## src/rtl/sleep_wake_cfg.svh

```systemverilog
// Purpose: constants for the reset-cause and sleep/wake controller
// Assumes: 100 MHz sys_clk
// Notes:   times in their own units, cycle counts derived from them
`ifndef SLEEP_WAKE_CFG_SVH
`define SLEEP_WAKE_CFG_SVH

`define CLK_MHZ            100
`define HOLD_US_POR        18000
`define HOLD_US_SUB        300
`define HOLD_CYC_POR       (`HOLD_US_POR * `CLK_MHZ)
`define HOLD_CYC_SUB       (`HOLD_US_SUB * `CLK_MHZ)
`define HOLD_W             21
`define WDT_W              16
`define WDT_LIMIT_DEF      16'hffff
`define STAT_TO_BIT        4
`define STAT_PD_BIT        3
`define STAT_WAKE_BIT      7
`define CMD_W              6
`define DATA_W             14
`define ADDR_W             10
`define OPEN_LOCS          10'h040
`define LAST_LOC           10'h3ff
`define ID_NUM             4
`define ID_BASE            10'h400
`define ID_LOW_MASK        14'h000f
`define CMD_LOAD           6'h02
`define CMD_READ           6'h04
`define CMD_INC            6'h06
`define CMD_LOAD_ID        6'h00

`endif

```

## src/rtl/sleep_wake_pkg.sv

```systemverilog
// Purpose: types shared by the sleep/wake controller
// Assumes: nothing
// Notes:   constants live in sleep_wake_cfg.svh
`default_nettype none
package sleep_wake_pkg;
	typedef enum logic [1:0] {
		ST_HOLD,
		ST_RUN,
		ST_SLEEP,
		ST_PROG
	} pwr_state_t;
	typedef enum logic [1:0] {
		SH_CMD,
		SH_DIN,
		SH_DOUT
	} ser_state_t;
endpackage
`default_nettype wire

```

## src/rtl/serial_prog.sv

```systemverilog
// Purpose: serial program/verify shifter with read-out gating and id words
// Assumes: clock and data already synchronised; lsb first
// Notes:   memory itself is outside; this block gates, shifts and keeps the id words
`include "sleep_wake_cfg.svh"
`default_nettype none
module serial_prog (
	input  wire logic                 sys_clk,
	input  wire logic                 arst_n,
	input  wire logic                 active,
	input  wire logic                 sclk,
	input  wire logic                 sdata,
	input  wire logic                 code_protect,
	input  wire logic [`DATA_W-1:0]   mem_rdata,
	output logic      [`ADDR_W-1:0]   mem_addr,
	output logic      [`DATA_W-1:0]   mem_wdata,
	output logic                      mem_we,
	output logic                      sdata_out,
	output logic                      sdata_oe
);
	logic [`CMD_W-1:0]   cmd_reg;
	logic [`DATA_W-1:0]  sh_reg;
	logic [4:0]          cnt_reg;
	logic                clk_d_reg;
	logic                id_sel_reg;
	logic [`DATA_W-1:0]  id_mem [`ID_NUM];
	sleep_wake_pkg::ser_state_t st_reg;
	logic                rise;

	function automatic logic readable(input logic [`ADDR_W-1:0] a,
		input logic prot);
		readable = !prot || a < `OPEN_LOCS || a == `LAST_LOC;
	endfunction

	assign rise = sclk && !clk_d_reg;

	always_ff @(posedge sys_clk or negedge arst_n) begin
		if (!arst_n)
			clk_d_reg <= 1'b0;
		else
			clk_d_reg <= sclk;
	end

	always_ff @(posedge sys_clk or negedge arst_n) begin
		if (!arst_n) begin
			st_reg     <= sleep_wake_pkg::SH_CMD;
			cmd_reg    <= '0;
			sh_reg     <= '0;
			cnt_reg    <= '0;
			mem_addr   <= '0;
			mem_wdata  <= '0;
			mem_we     <= 1'b0;
			sdata_out  <= 1'b0;
			sdata_oe   <= 1'b0;
			id_sel_reg <= 1'b0;
			for (int i = 0; i < `ID_NUM; i++)
				id_mem[i] <= '0;
		end else if (!active) begin
			st_reg   <= sleep_wake_pkg::SH_CMD;
			cnt_reg  <= '0;
			mem_we   <= 1'b0;
			sdata_oe <= 1'b0;
		end else begin
			mem_we <= 1'b0;
			if (rise) begin
				case (st_reg)
				sleep_wake_pkg::SH_CMD: begin
					cmd_reg <= {sdata, cmd_reg[`CMD_W-1:1]};
					cnt_reg <= cnt_reg + 5'd1;
					if (cnt_reg == 5'(`CMD_W - 1)) begin
						cnt_reg <= '0;
						case ({sdata, cmd_reg[`CMD_W-1:1]})
						`CMD_LOAD, `CMD_LOAD_ID:
							st_reg <= sleep_wake_pkg::SH_DIN;
						`CMD_READ: begin
							st_reg <= sleep_wake_pkg::SH_DOUT;
							if (id_sel_reg)
								sh_reg <= id_mem[mem_addr[1:0]];
							else if (readable(mem_addr, code_protect))
								sh_reg <= mem_rdata;
							else
								sh_reg <= '0;
						end
						`CMD_INC:
							if (id_sel_reg)
								mem_addr <= mem_addr + 10'd1;
							else
								mem_addr <= mem_addr + 10'd1;
						default: ;
						endcase
						if ({sdata, cmd_reg[`CMD_W-1:1]} == `CMD_LOAD_ID)
							id_sel_reg <= 1'b1;
					end
				end
				sleep_wake_pkg::SH_DIN: begin
					sh_reg  <= {sdata, sh_reg[`DATA_W-1:1]};
					cnt_reg <= cnt_reg + 5'd1;
					if (cnt_reg == 5'(`DATA_W - 1)) begin
						cnt_reg <= '0;
						st_reg  <= sleep_wake_pkg::SH_CMD;
						if (id_sel_reg)
							id_mem[mem_addr[1:0]] <=
								{sdata, sh_reg[`DATA_W-1:1]}
								& `ID_LOW_MASK;
						else begin
							mem_wdata <= {sdata, sh_reg[`DATA_W-1:1]};
							mem_we    <= 1'b1;
						end
					end
				end
				sleep_wake_pkg::SH_DOUT: begin
					sdata_oe  <= 1'b1;
					sdata_out <= sh_reg[0];
					sh_reg    <= {1'b0, sh_reg[`DATA_W-1:1]};
					cnt_reg   <= cnt_reg + 5'd1;
					if (cnt_reg == 5'(`DATA_W)) begin
						cnt_reg  <= '0;
						sdata_oe <= 1'b0;
						st_reg   <= sleep_wake_pkg::SH_CMD;
					end
				end
				default: st_reg <= sleep_wake_pkg::SH_CMD;
				endcase
			end
		end
	end
endmodule
`default_nettype wire

```

## src/rtl/sleep_wake.sv

```systemverilog
// Purpose: reset-cause flags, power-down entry and wake-up for a small mcu
// Assumes: halt_op and port_op are one-cycle strobes from the core
// Notes:   sys_clk models the always-on rc clock; core_clk_en gates the core
`include "sleep_wake_cfg.svh"
`default_nettype none
module sleep_wake #(
	parameter logic [`HOLD_W-1:0] HOLD_POR = `HOLD_W'(`HOLD_CYC_POR),
	parameter logic [`HOLD_W-1:0] HOLD_SUB = `HOLD_W'(`HOLD_CYC_SUB),
	parameter logic [`WDT_W-1:0]  WDT_LIMIT = `WDT_LIMIT_DEF
) (
	input  wire logic                sys_clk,
	input  wire logic                arst_n,
	input  wire logic                ext_reset_n,
	input  wire logic                vpp_high,
	input  wire logic                port_pin0,
	input  wire logic                port_pin1,
	input  wire logic                port_pin3,
	input  wire logic                port_pin4,
	input  wire logic                halt_op,
	input  wire logic                wdt_clear_op,
	input  wire logic                port_op,
	input  wire logic                wdt_enable,
	input  wire logic                reset_pin_is_ext_reset_n,
	input  wire logic                wake_on_change_en,
	input  wire logic                slow_osc_cfg,
	input  wire logic                code_protect,
	input  wire logic [5:0]          pin_drive_in,
	input  wire logic [5:0]          pin_oe_in,
	input  wire logic [`DATA_W-1:0]  mem_rdata,
	output logic                     core_reset,
	output logic                     core_clk_en,
	output logic                     osc_drive_en,
	output logic                     timeout_flag_n,
	output logic                     powerdown_flag_n,
	output logic                     pin_wake_flag,
	output logic                     prog_mode,
	output logic [5:0]               pin_drive_out,
	output logic [5:0]               pin_oe_out,
	output logic [`ADDR_W-1:0]       mem_addr,
	output logic [`DATA_W-1:0]       mem_wdata,
	output logic                     mem_we,
	output logic                     sdata_out,
	output logic                     sdata_oe
);
	// two-flop synchronisers for all pin inputs
	logic [6:0] sync1_reg;
	logic [6:0] sync2_reg;
	logic [6:0] pin_raw;
	assign pin_raw = {vpp_high, ext_reset_n, port_pin4, port_pin3,
		port_pin1, port_pin0, 1'b0};

	always_ff @(posedge sys_clk or negedge arst_n) begin
		if (!arst_n) begin
			sync1_reg <= 7'h20;
			sync2_reg <= 7'h20;
		end else begin
			sync1_reg <= pin_raw;
			sync2_reg <= sync1_reg;
		end
	end

	logic       vpp_s;
	logic       ext_reset_n_n_s;
	logic [3:0] wpins_s;
	assign vpp_s    = sync2_reg[6];
	assign ext_reset_n_n_s = sync2_reg[5];
	assign wpins_s  = sync2_reg[4:1];

	sleep_wake_pkg::pwr_state_t st_reg;
	logic [`HOLD_W-1:0] hold_reg;
	logic [`WDT_W-1:0]  wdt_reg;
	logic [3:0]         snap_reg;
	logic               ext_reset_n_n_d_reg;
	logic               ext_reset_n_fall;
	logic               ext_reset_n_active;
	logic               wdt_expire;
	logic               pin_change;
	logic               prog_entry;
	logic               asleep;

	assign asleep      = (st_reg == sleep_wake_pkg::ST_SLEEP);
	assign ext_reset_n_active = reset_pin_is_ext_reset_n && !ext_reset_n_n_s;
	assign ext_reset_n_fall   = reset_pin_is_ext_reset_n && ext_reset_n_n_d_reg && !ext_reset_n_n_s;
	assign wdt_expire  = wdt_enable && (wdt_reg == WDT_LIMIT);
	assign pin_change  = asleep && wake_on_change_en
		&& (wpins_s != snap_reg);
	assign prog_entry  = vpp_s && !wpins_s[1] && !wpins_s[0];

	always_ff @(posedge sys_clk or negedge arst_n) begin
		if (!arst_n)
			ext_reset_n_n_d_reg <= 1'b1;
		else
			ext_reset_n_n_d_reg <= ext_reset_n_n_s;
	end

	// snapshot taken on every port file/bit operation while running
	always_ff @(posedge sys_clk or negedge arst_n) begin
		if (!arst_n)
			snap_reg <= '0;
		else if (port_op && st_reg == sleep_wake_pkg::ST_RUN)
			snap_reg <= wpins_s;
	end

	// watchdog: runs from the always-on clock, also during sleep
	always_ff @(posedge sys_clk or negedge arst_n) begin
		if (!arst_n)
			wdt_reg <= '0;
		else if (!wdt_enable || wdt_expire || halt_op || wdt_clear_op
			|| st_reg == sleep_wake_pkg::ST_HOLD)
			wdt_reg <= '0;
		else
			wdt_reg <= wdt_reg + `WDT_W'(1);
	end

	// power state and hold timer; every wake goes back through hold
	always_ff @(posedge sys_clk or negedge arst_n) begin
		if (!arst_n) begin
			st_reg   <= sleep_wake_pkg::ST_HOLD;
			hold_reg <= HOLD_POR;
		end else begin
			case (st_reg)
			sleep_wake_pkg::ST_HOLD: begin
				if (prog_entry)
					st_reg <= sleep_wake_pkg::ST_PROG;
				else if (ext_reset_n_active)
					hold_reg <= hold_reg; // timer waits for pin release
				else if (hold_reg <= `HOLD_W'(1))
					st_reg <= sleep_wake_pkg::ST_RUN;
				else
					hold_reg <= hold_reg - `HOLD_W'(1);
			end
			sleep_wake_pkg::ST_RUN: begin
				if (prog_entry)
					st_reg <= sleep_wake_pkg::ST_PROG;
				else if (ext_reset_n_fall || wdt_expire) begin
					st_reg   <= sleep_wake_pkg::ST_HOLD;
					hold_reg <= slow_osc_cfg ? HOLD_POR : HOLD_SUB;
				end else if (halt_op)
					st_reg <= sleep_wake_pkg::ST_SLEEP;
			end
			sleep_wake_pkg::ST_SLEEP: begin
				// only an enabled event leaves sleep
				if (ext_reset_n_fall || wdt_expire || pin_change) begin
					st_reg   <= sleep_wake_pkg::ST_HOLD;
					hold_reg <= slow_osc_cfg ? HOLD_POR : HOLD_SUB;
				end
			end
			sleep_wake_pkg::ST_PROG: begin
				if (!vpp_s) begin
					st_reg   <= sleep_wake_pkg::ST_HOLD;
					hold_reg <= HOLD_POR;
				end
			end
			default: st_reg <= sleep_wake_pkg::ST_HOLD;
			endcase
		end
	end

	// status flags: only reset events or halt touch them
	always_ff @(posedge sys_clk or negedge arst_n) begin
		if (!arst_n) begin
			timeout_flag_n   <= 1'b1;
			powerdown_flag_n <= 1'b1;
			pin_wake_flag    <= 1'b0;
		end else if (st_reg == sleep_wake_pkg::ST_RUN) begin
			if (ext_reset_n_fall)
				pin_wake_flag <= 1'b0;
			else if (wdt_expire) begin
				pin_wake_flag  <= 1'b0;
				timeout_flag_n <= 1'b0;
			end else if (halt_op) begin
				timeout_flag_n   <= 1'b1;
				powerdown_flag_n <= 1'b0;
			end
		end else if (asleep) begin
			if (ext_reset_n_fall) begin
				pin_wake_flag  <= 1'b0;
				timeout_flag_n <= 1'b1;
			end else if (wdt_expire) begin
				pin_wake_flag  <= 1'b0;
				timeout_flag_n <= 1'b0;
			end else if (pin_change) begin
				pin_wake_flag  <= 1'b1;
				timeout_flag_n <= 1'b1;
			end
		end
	end

	// core control; watchdog reset works internally, no pin drive
	always_ff @(posedge sys_clk or negedge arst_n) begin
		if (!arst_n) begin
			core_reset   <= 1'b1;
			core_clk_en  <= 1'b0;
			osc_drive_en <= 1'b1;
			prog_mode    <= 1'b0;
		end else begin
			core_reset   <= (st_reg != sleep_wake_pkg::ST_RUN)
				&& !asleep;
			core_clk_en  <= (st_reg == sleep_wake_pkg::ST_RUN)
				&& !halt_op;
			osc_drive_en <= !asleep && !(st_reg ==
				sleep_wake_pkg::ST_RUN && halt_op);
			prog_mode    <= (st_reg == sleep_wake_pkg::ST_PROG);
		end
	end

	// pin drive frozen while asleep
	always_ff @(posedge sys_clk or negedge arst_n) begin
		if (!arst_n) begin
			pin_drive_out <= '0;
			pin_oe_out    <= '0;
		end else if (!asleep) begin
			pin_drive_out <= pin_drive_in;
			pin_oe_out    <= pin_oe_in;
		end
	end

	// program/verify port: pin 1 clock, pin 0 data (already schmitt)
	serial_prog u_prog (
		.sys_clk      (sys_clk),
		.arst_n       (arst_n),
		.active       (st_reg == sleep_wake_pkg::ST_PROG),
		.sclk         (wpins_s[1]),
		.sdata        (wpins_s[0]),
		.code_protect (code_protect),
		.mem_rdata    (mem_rdata),
		.mem_addr     (mem_addr),
		.mem_wdata    (mem_wdata),
		.mem_we       (mem_we),
		.sdata_out    (sdata_out),
		.sdata_oe     (sdata_oe)
	);
endmodule
`default_nettype wire

```

## config.mk

```make
export PLATFORM = sky130hd
export DESIGN_NAME = sleep_wake
export DESIGN_NICKNAME = d
export VERILOG_FILES = /design/src/rtl/sleep_wake_pkg.sv /design/src/rtl/serial_prog.sv /design/src/rtl/sleep_wake.sv
export VERILOG_INCLUDE_DIRS = /design/src /design/src/rtl
export SDC_FILE = /design/constraint.sdc
export NUM_CORES = 1
export LEC_CHECK = 0
export ABC_AREA = 1
export BUFFER_PORTS_ARGS = -buffer_cell sky130_fd_sc_hd__buf_4
export CAP_MARGIN = 5
export CORE_MARGIN = 3
export CORE_UTILIZATION = 33
export DETAILED_ROUTE_END_ITERATION = 6
export SLEW_MARGIN = 25
export SYNTH_ARGS = -nofsm -noshare
export SYNTH_HDL_FRONTEND = slang
export SYNTH_SLANG_ARGS = --single-unit
```

## constraint.sdc

```tcl
create_clock -name sys_clk -period 2.2 [get_ports sys_clk]
set_clock_uncertainty 0.05 [all_clocks]
set_input_delay 0.33 -clock sys_clk [delete_from_list [all_inputs] [get_ports sys_clk]]
set_output_delay 0.33 -clock sys_clk [all_outputs]
set_load 0.005 [all_outputs]
```

==> impl_metrics.yaml <==
worst_setup_path:
  worstPathArrival_ns: 2.24
  start_kind: "register"
  required_ns: 2.45
  crit_path_end_kind: "register"
  path_class: "register to register"
  cp_max_fo: 5
synth:
  ys_seq_elements: 146
  synth_edf_count: 0
  syn_area_mm2: 0.00755
  ys_warn_count: 0
  yosysUniqueCellTypes: 45
  synthesis.nets: 973
  synthArstFlopShare: 1.00
  synth_area_per_cell_um2: 8.27
  synthFlopType: "dfrtp_1"
  ys_seq_area_frac: 0.487
  synthCells: 913
final_layout:
  area_growth_pct: 23.3
  final_nets: 1089
  layout-drive-gt1-share: 0.209
  fill_cells: 2206
  antenna_cells: 0
  largest_reg_flops: 21
global_routing:
  use_met1: 0.206
  grt_pass1_vias: 5894
  grt_antenna_before_repair: 0
  grt_overflow: 0
  use_met3: 0.0368
  grtUsageMet2: 0.230
  grt_busiest_layer: "met2"
  grtUsageTotal: 0.147
  grt_pass1_wl_um: 29500
  grt_max_degree: 48
clock_network:
  clkTransAtPathRegs_ns: 0.06
  clockBufferDepth: 2
  root_buffer: "clkbuf_16"
  cts_made_buffers: 17
  clkSinkCount: 146
  cts_tree: "yes"
  cts.htree.levels: 4
  clk_latency_ns: 0.42
timing:
  worstMarginPinSlew_ns: 0.487
  slew_viol_final: 0
  setup_tns_ns: 0
  hold_violations: 0
  fin_crit_sh: 0.906
  fmaxAchievable_mhz: 502
  final-setup-viol-count: 0
  hold_slack_ns: 0.0539
  min_period_ns: 1.99
  slew_headroom: 0.676
  rsz0062_at_grt: "no"
power:
  pwr_density_cell_mw_per_mm2: 1070
  p_leak_uw: 0.00465
  worst_ir_drop_vdd_mv: 0.499
drt:
  routed_wl_um: 17700
  remaining_drc_errors: 0
  vias: 6208
  dr.pass1.iters: 4
  routedWlPerCell_um: 13.4
  initialDrtViolationCount: 329
  vias_per_cell: 4.70
  antenna_left: 0
place:
  dpl.hpwl_um: 12800
  io_buffer_count: 87
  gp_congestion: 0.854
die:
  chipHeight_um: 157
  die_area_mm2: 0.0247
  start_util: 0.341
  die_x_um: 157
  io_pins: 88
  num_rows: 54
  core-area_mm2: 0.0222
worst_hold_path:
  min-delay-path-class: "input pin to register"
run:
  cap_viol_max_count: 0
run_status:
  status: "complete, no violations"
-- cells in the mapped netlist, types with 11 or more instances --
library cell  number  share of area
nand3_2           23          0.031
nor3_1            11         0.0073
xor2_1            16          0.019
o21ai_0           65          0.043
inv_1             93          0.046
ha_1              18          0.030
a21oi_1           26          0.017
nor2_1           101          0.050
dfstp_2           18          0.063
nand3_1           49          0.032
nand2_1          254           0.13
dfrtp_1          128           0.42
-- per-layer routing --
metal	share of wire	wire length [µm]
met3	0.052	922
met4	0.012	213
met5	0	0
met1	0.49	8730
met2	0.44	7880
-- cells by family after synthesis --
family / share of synthesized area
and+or+nand+nor: 0.291
DFF: 0.487
AOI/OAI and AO/OA: 0.101
buffers and inverters: 0.0668
xor gates and xnor gates: 0.0244
adders and majority gates: 0.0298
-- power breakdown --
group / switching, µW / leakage [µW] / internal, µW / total (µW)
clock: 1180 / 0.000294 / 1830 / 3010
combinational: 2090 / 0.00251 / 1240 / 3330
sequential: 354 / 0.00185 / 3230 / 3580
-- worst max-delay path: stages (launching register included) --
cell	delay [ns]
dfrtp_1	0.42
inv_1	0.08
ha_1	0.13
nand2_1	0.06
nor2_1	0.16
nand2_1	0.12
nor2_1	0.21
nand4_2	0.20
nor2_2	0.19
nand3_1	0.11
xnor2_1	0.14
-- placed cells by master, fill, tap and decap left out, types with 17 or more instances in the layout --
cell and instances:
nand2_1 254, ha_1 18, inv_1 93, buf_4 109, nor2_1 101, nand3_2 22
nand3_1 49, dfstp_2 18, clkbuf_16 17, dfrtp_1 128, a21oi_1 26, o21ai_0 65
-- final cells by class --
type | count | area, µm² | area share
Inverter | 97 | 364 | 0.0391
Clock buffer | 18 | 439 | 0.0472
Sequential cell | 146 | 3680 | 0.395
Timing Repair Buffer | 118 | 920 | 0.0989
Multi-Input combinational cell | 649 | 3370 | 0.363
Clock inverter | 14 | 179 | 0.0192
Tap cell | 280 | 350 | 0.0377
-- stage by stage --
stage	power (µW)	area, µm²	std cells	setup WS, ns	util
floorplan	5950	7550	913	0.401	-
global placement	6880	8590	1281	0.195	0.388
detailed placement	6930	8590	1281	0.131	0.388
CTS	10000	9280	1320	0.125	0.419
global route	10600	9300	1322	0.00213	0.420
finish	9920	9300	1322	0.207	0.420
-- path summary, 6_finish.rpt --
kind                                   start            endpoint  slack, ns  cells after the start
max                        u_prog.cnt_reg[1]  u_prog.mem_addr[7]       0.21                     10
min                             pin_oe_in[3]       pin_oe_out[3]       0.05                      3
max reg2reg                u_prog.cnt_reg[1]  u_prog.mem_addr[7]       0.21                     10
min reg2reg                     sync1_reg[6]        sync2_reg[6]       0.30                      0
max in group asynchronous             arst_n      timeout_flag_n       1.03                      3
min in group asynchronous             arst_n  u_prog.mem_addr[6]       0.36                      2
-- repair_timing --
| item | 4_1_cts | 5_1_grt |
|---|---|---|
| hold endpoints to repair | 34 | 0 |
| resized for setup | 0 | 1 |
| setup buffers | 0 | 2 |
| hold buffers | 7 | 0 |
| endpoints found under the setup margin | 0 | 9 |
No activity file was read; power rests on OpenSTA's default activity.
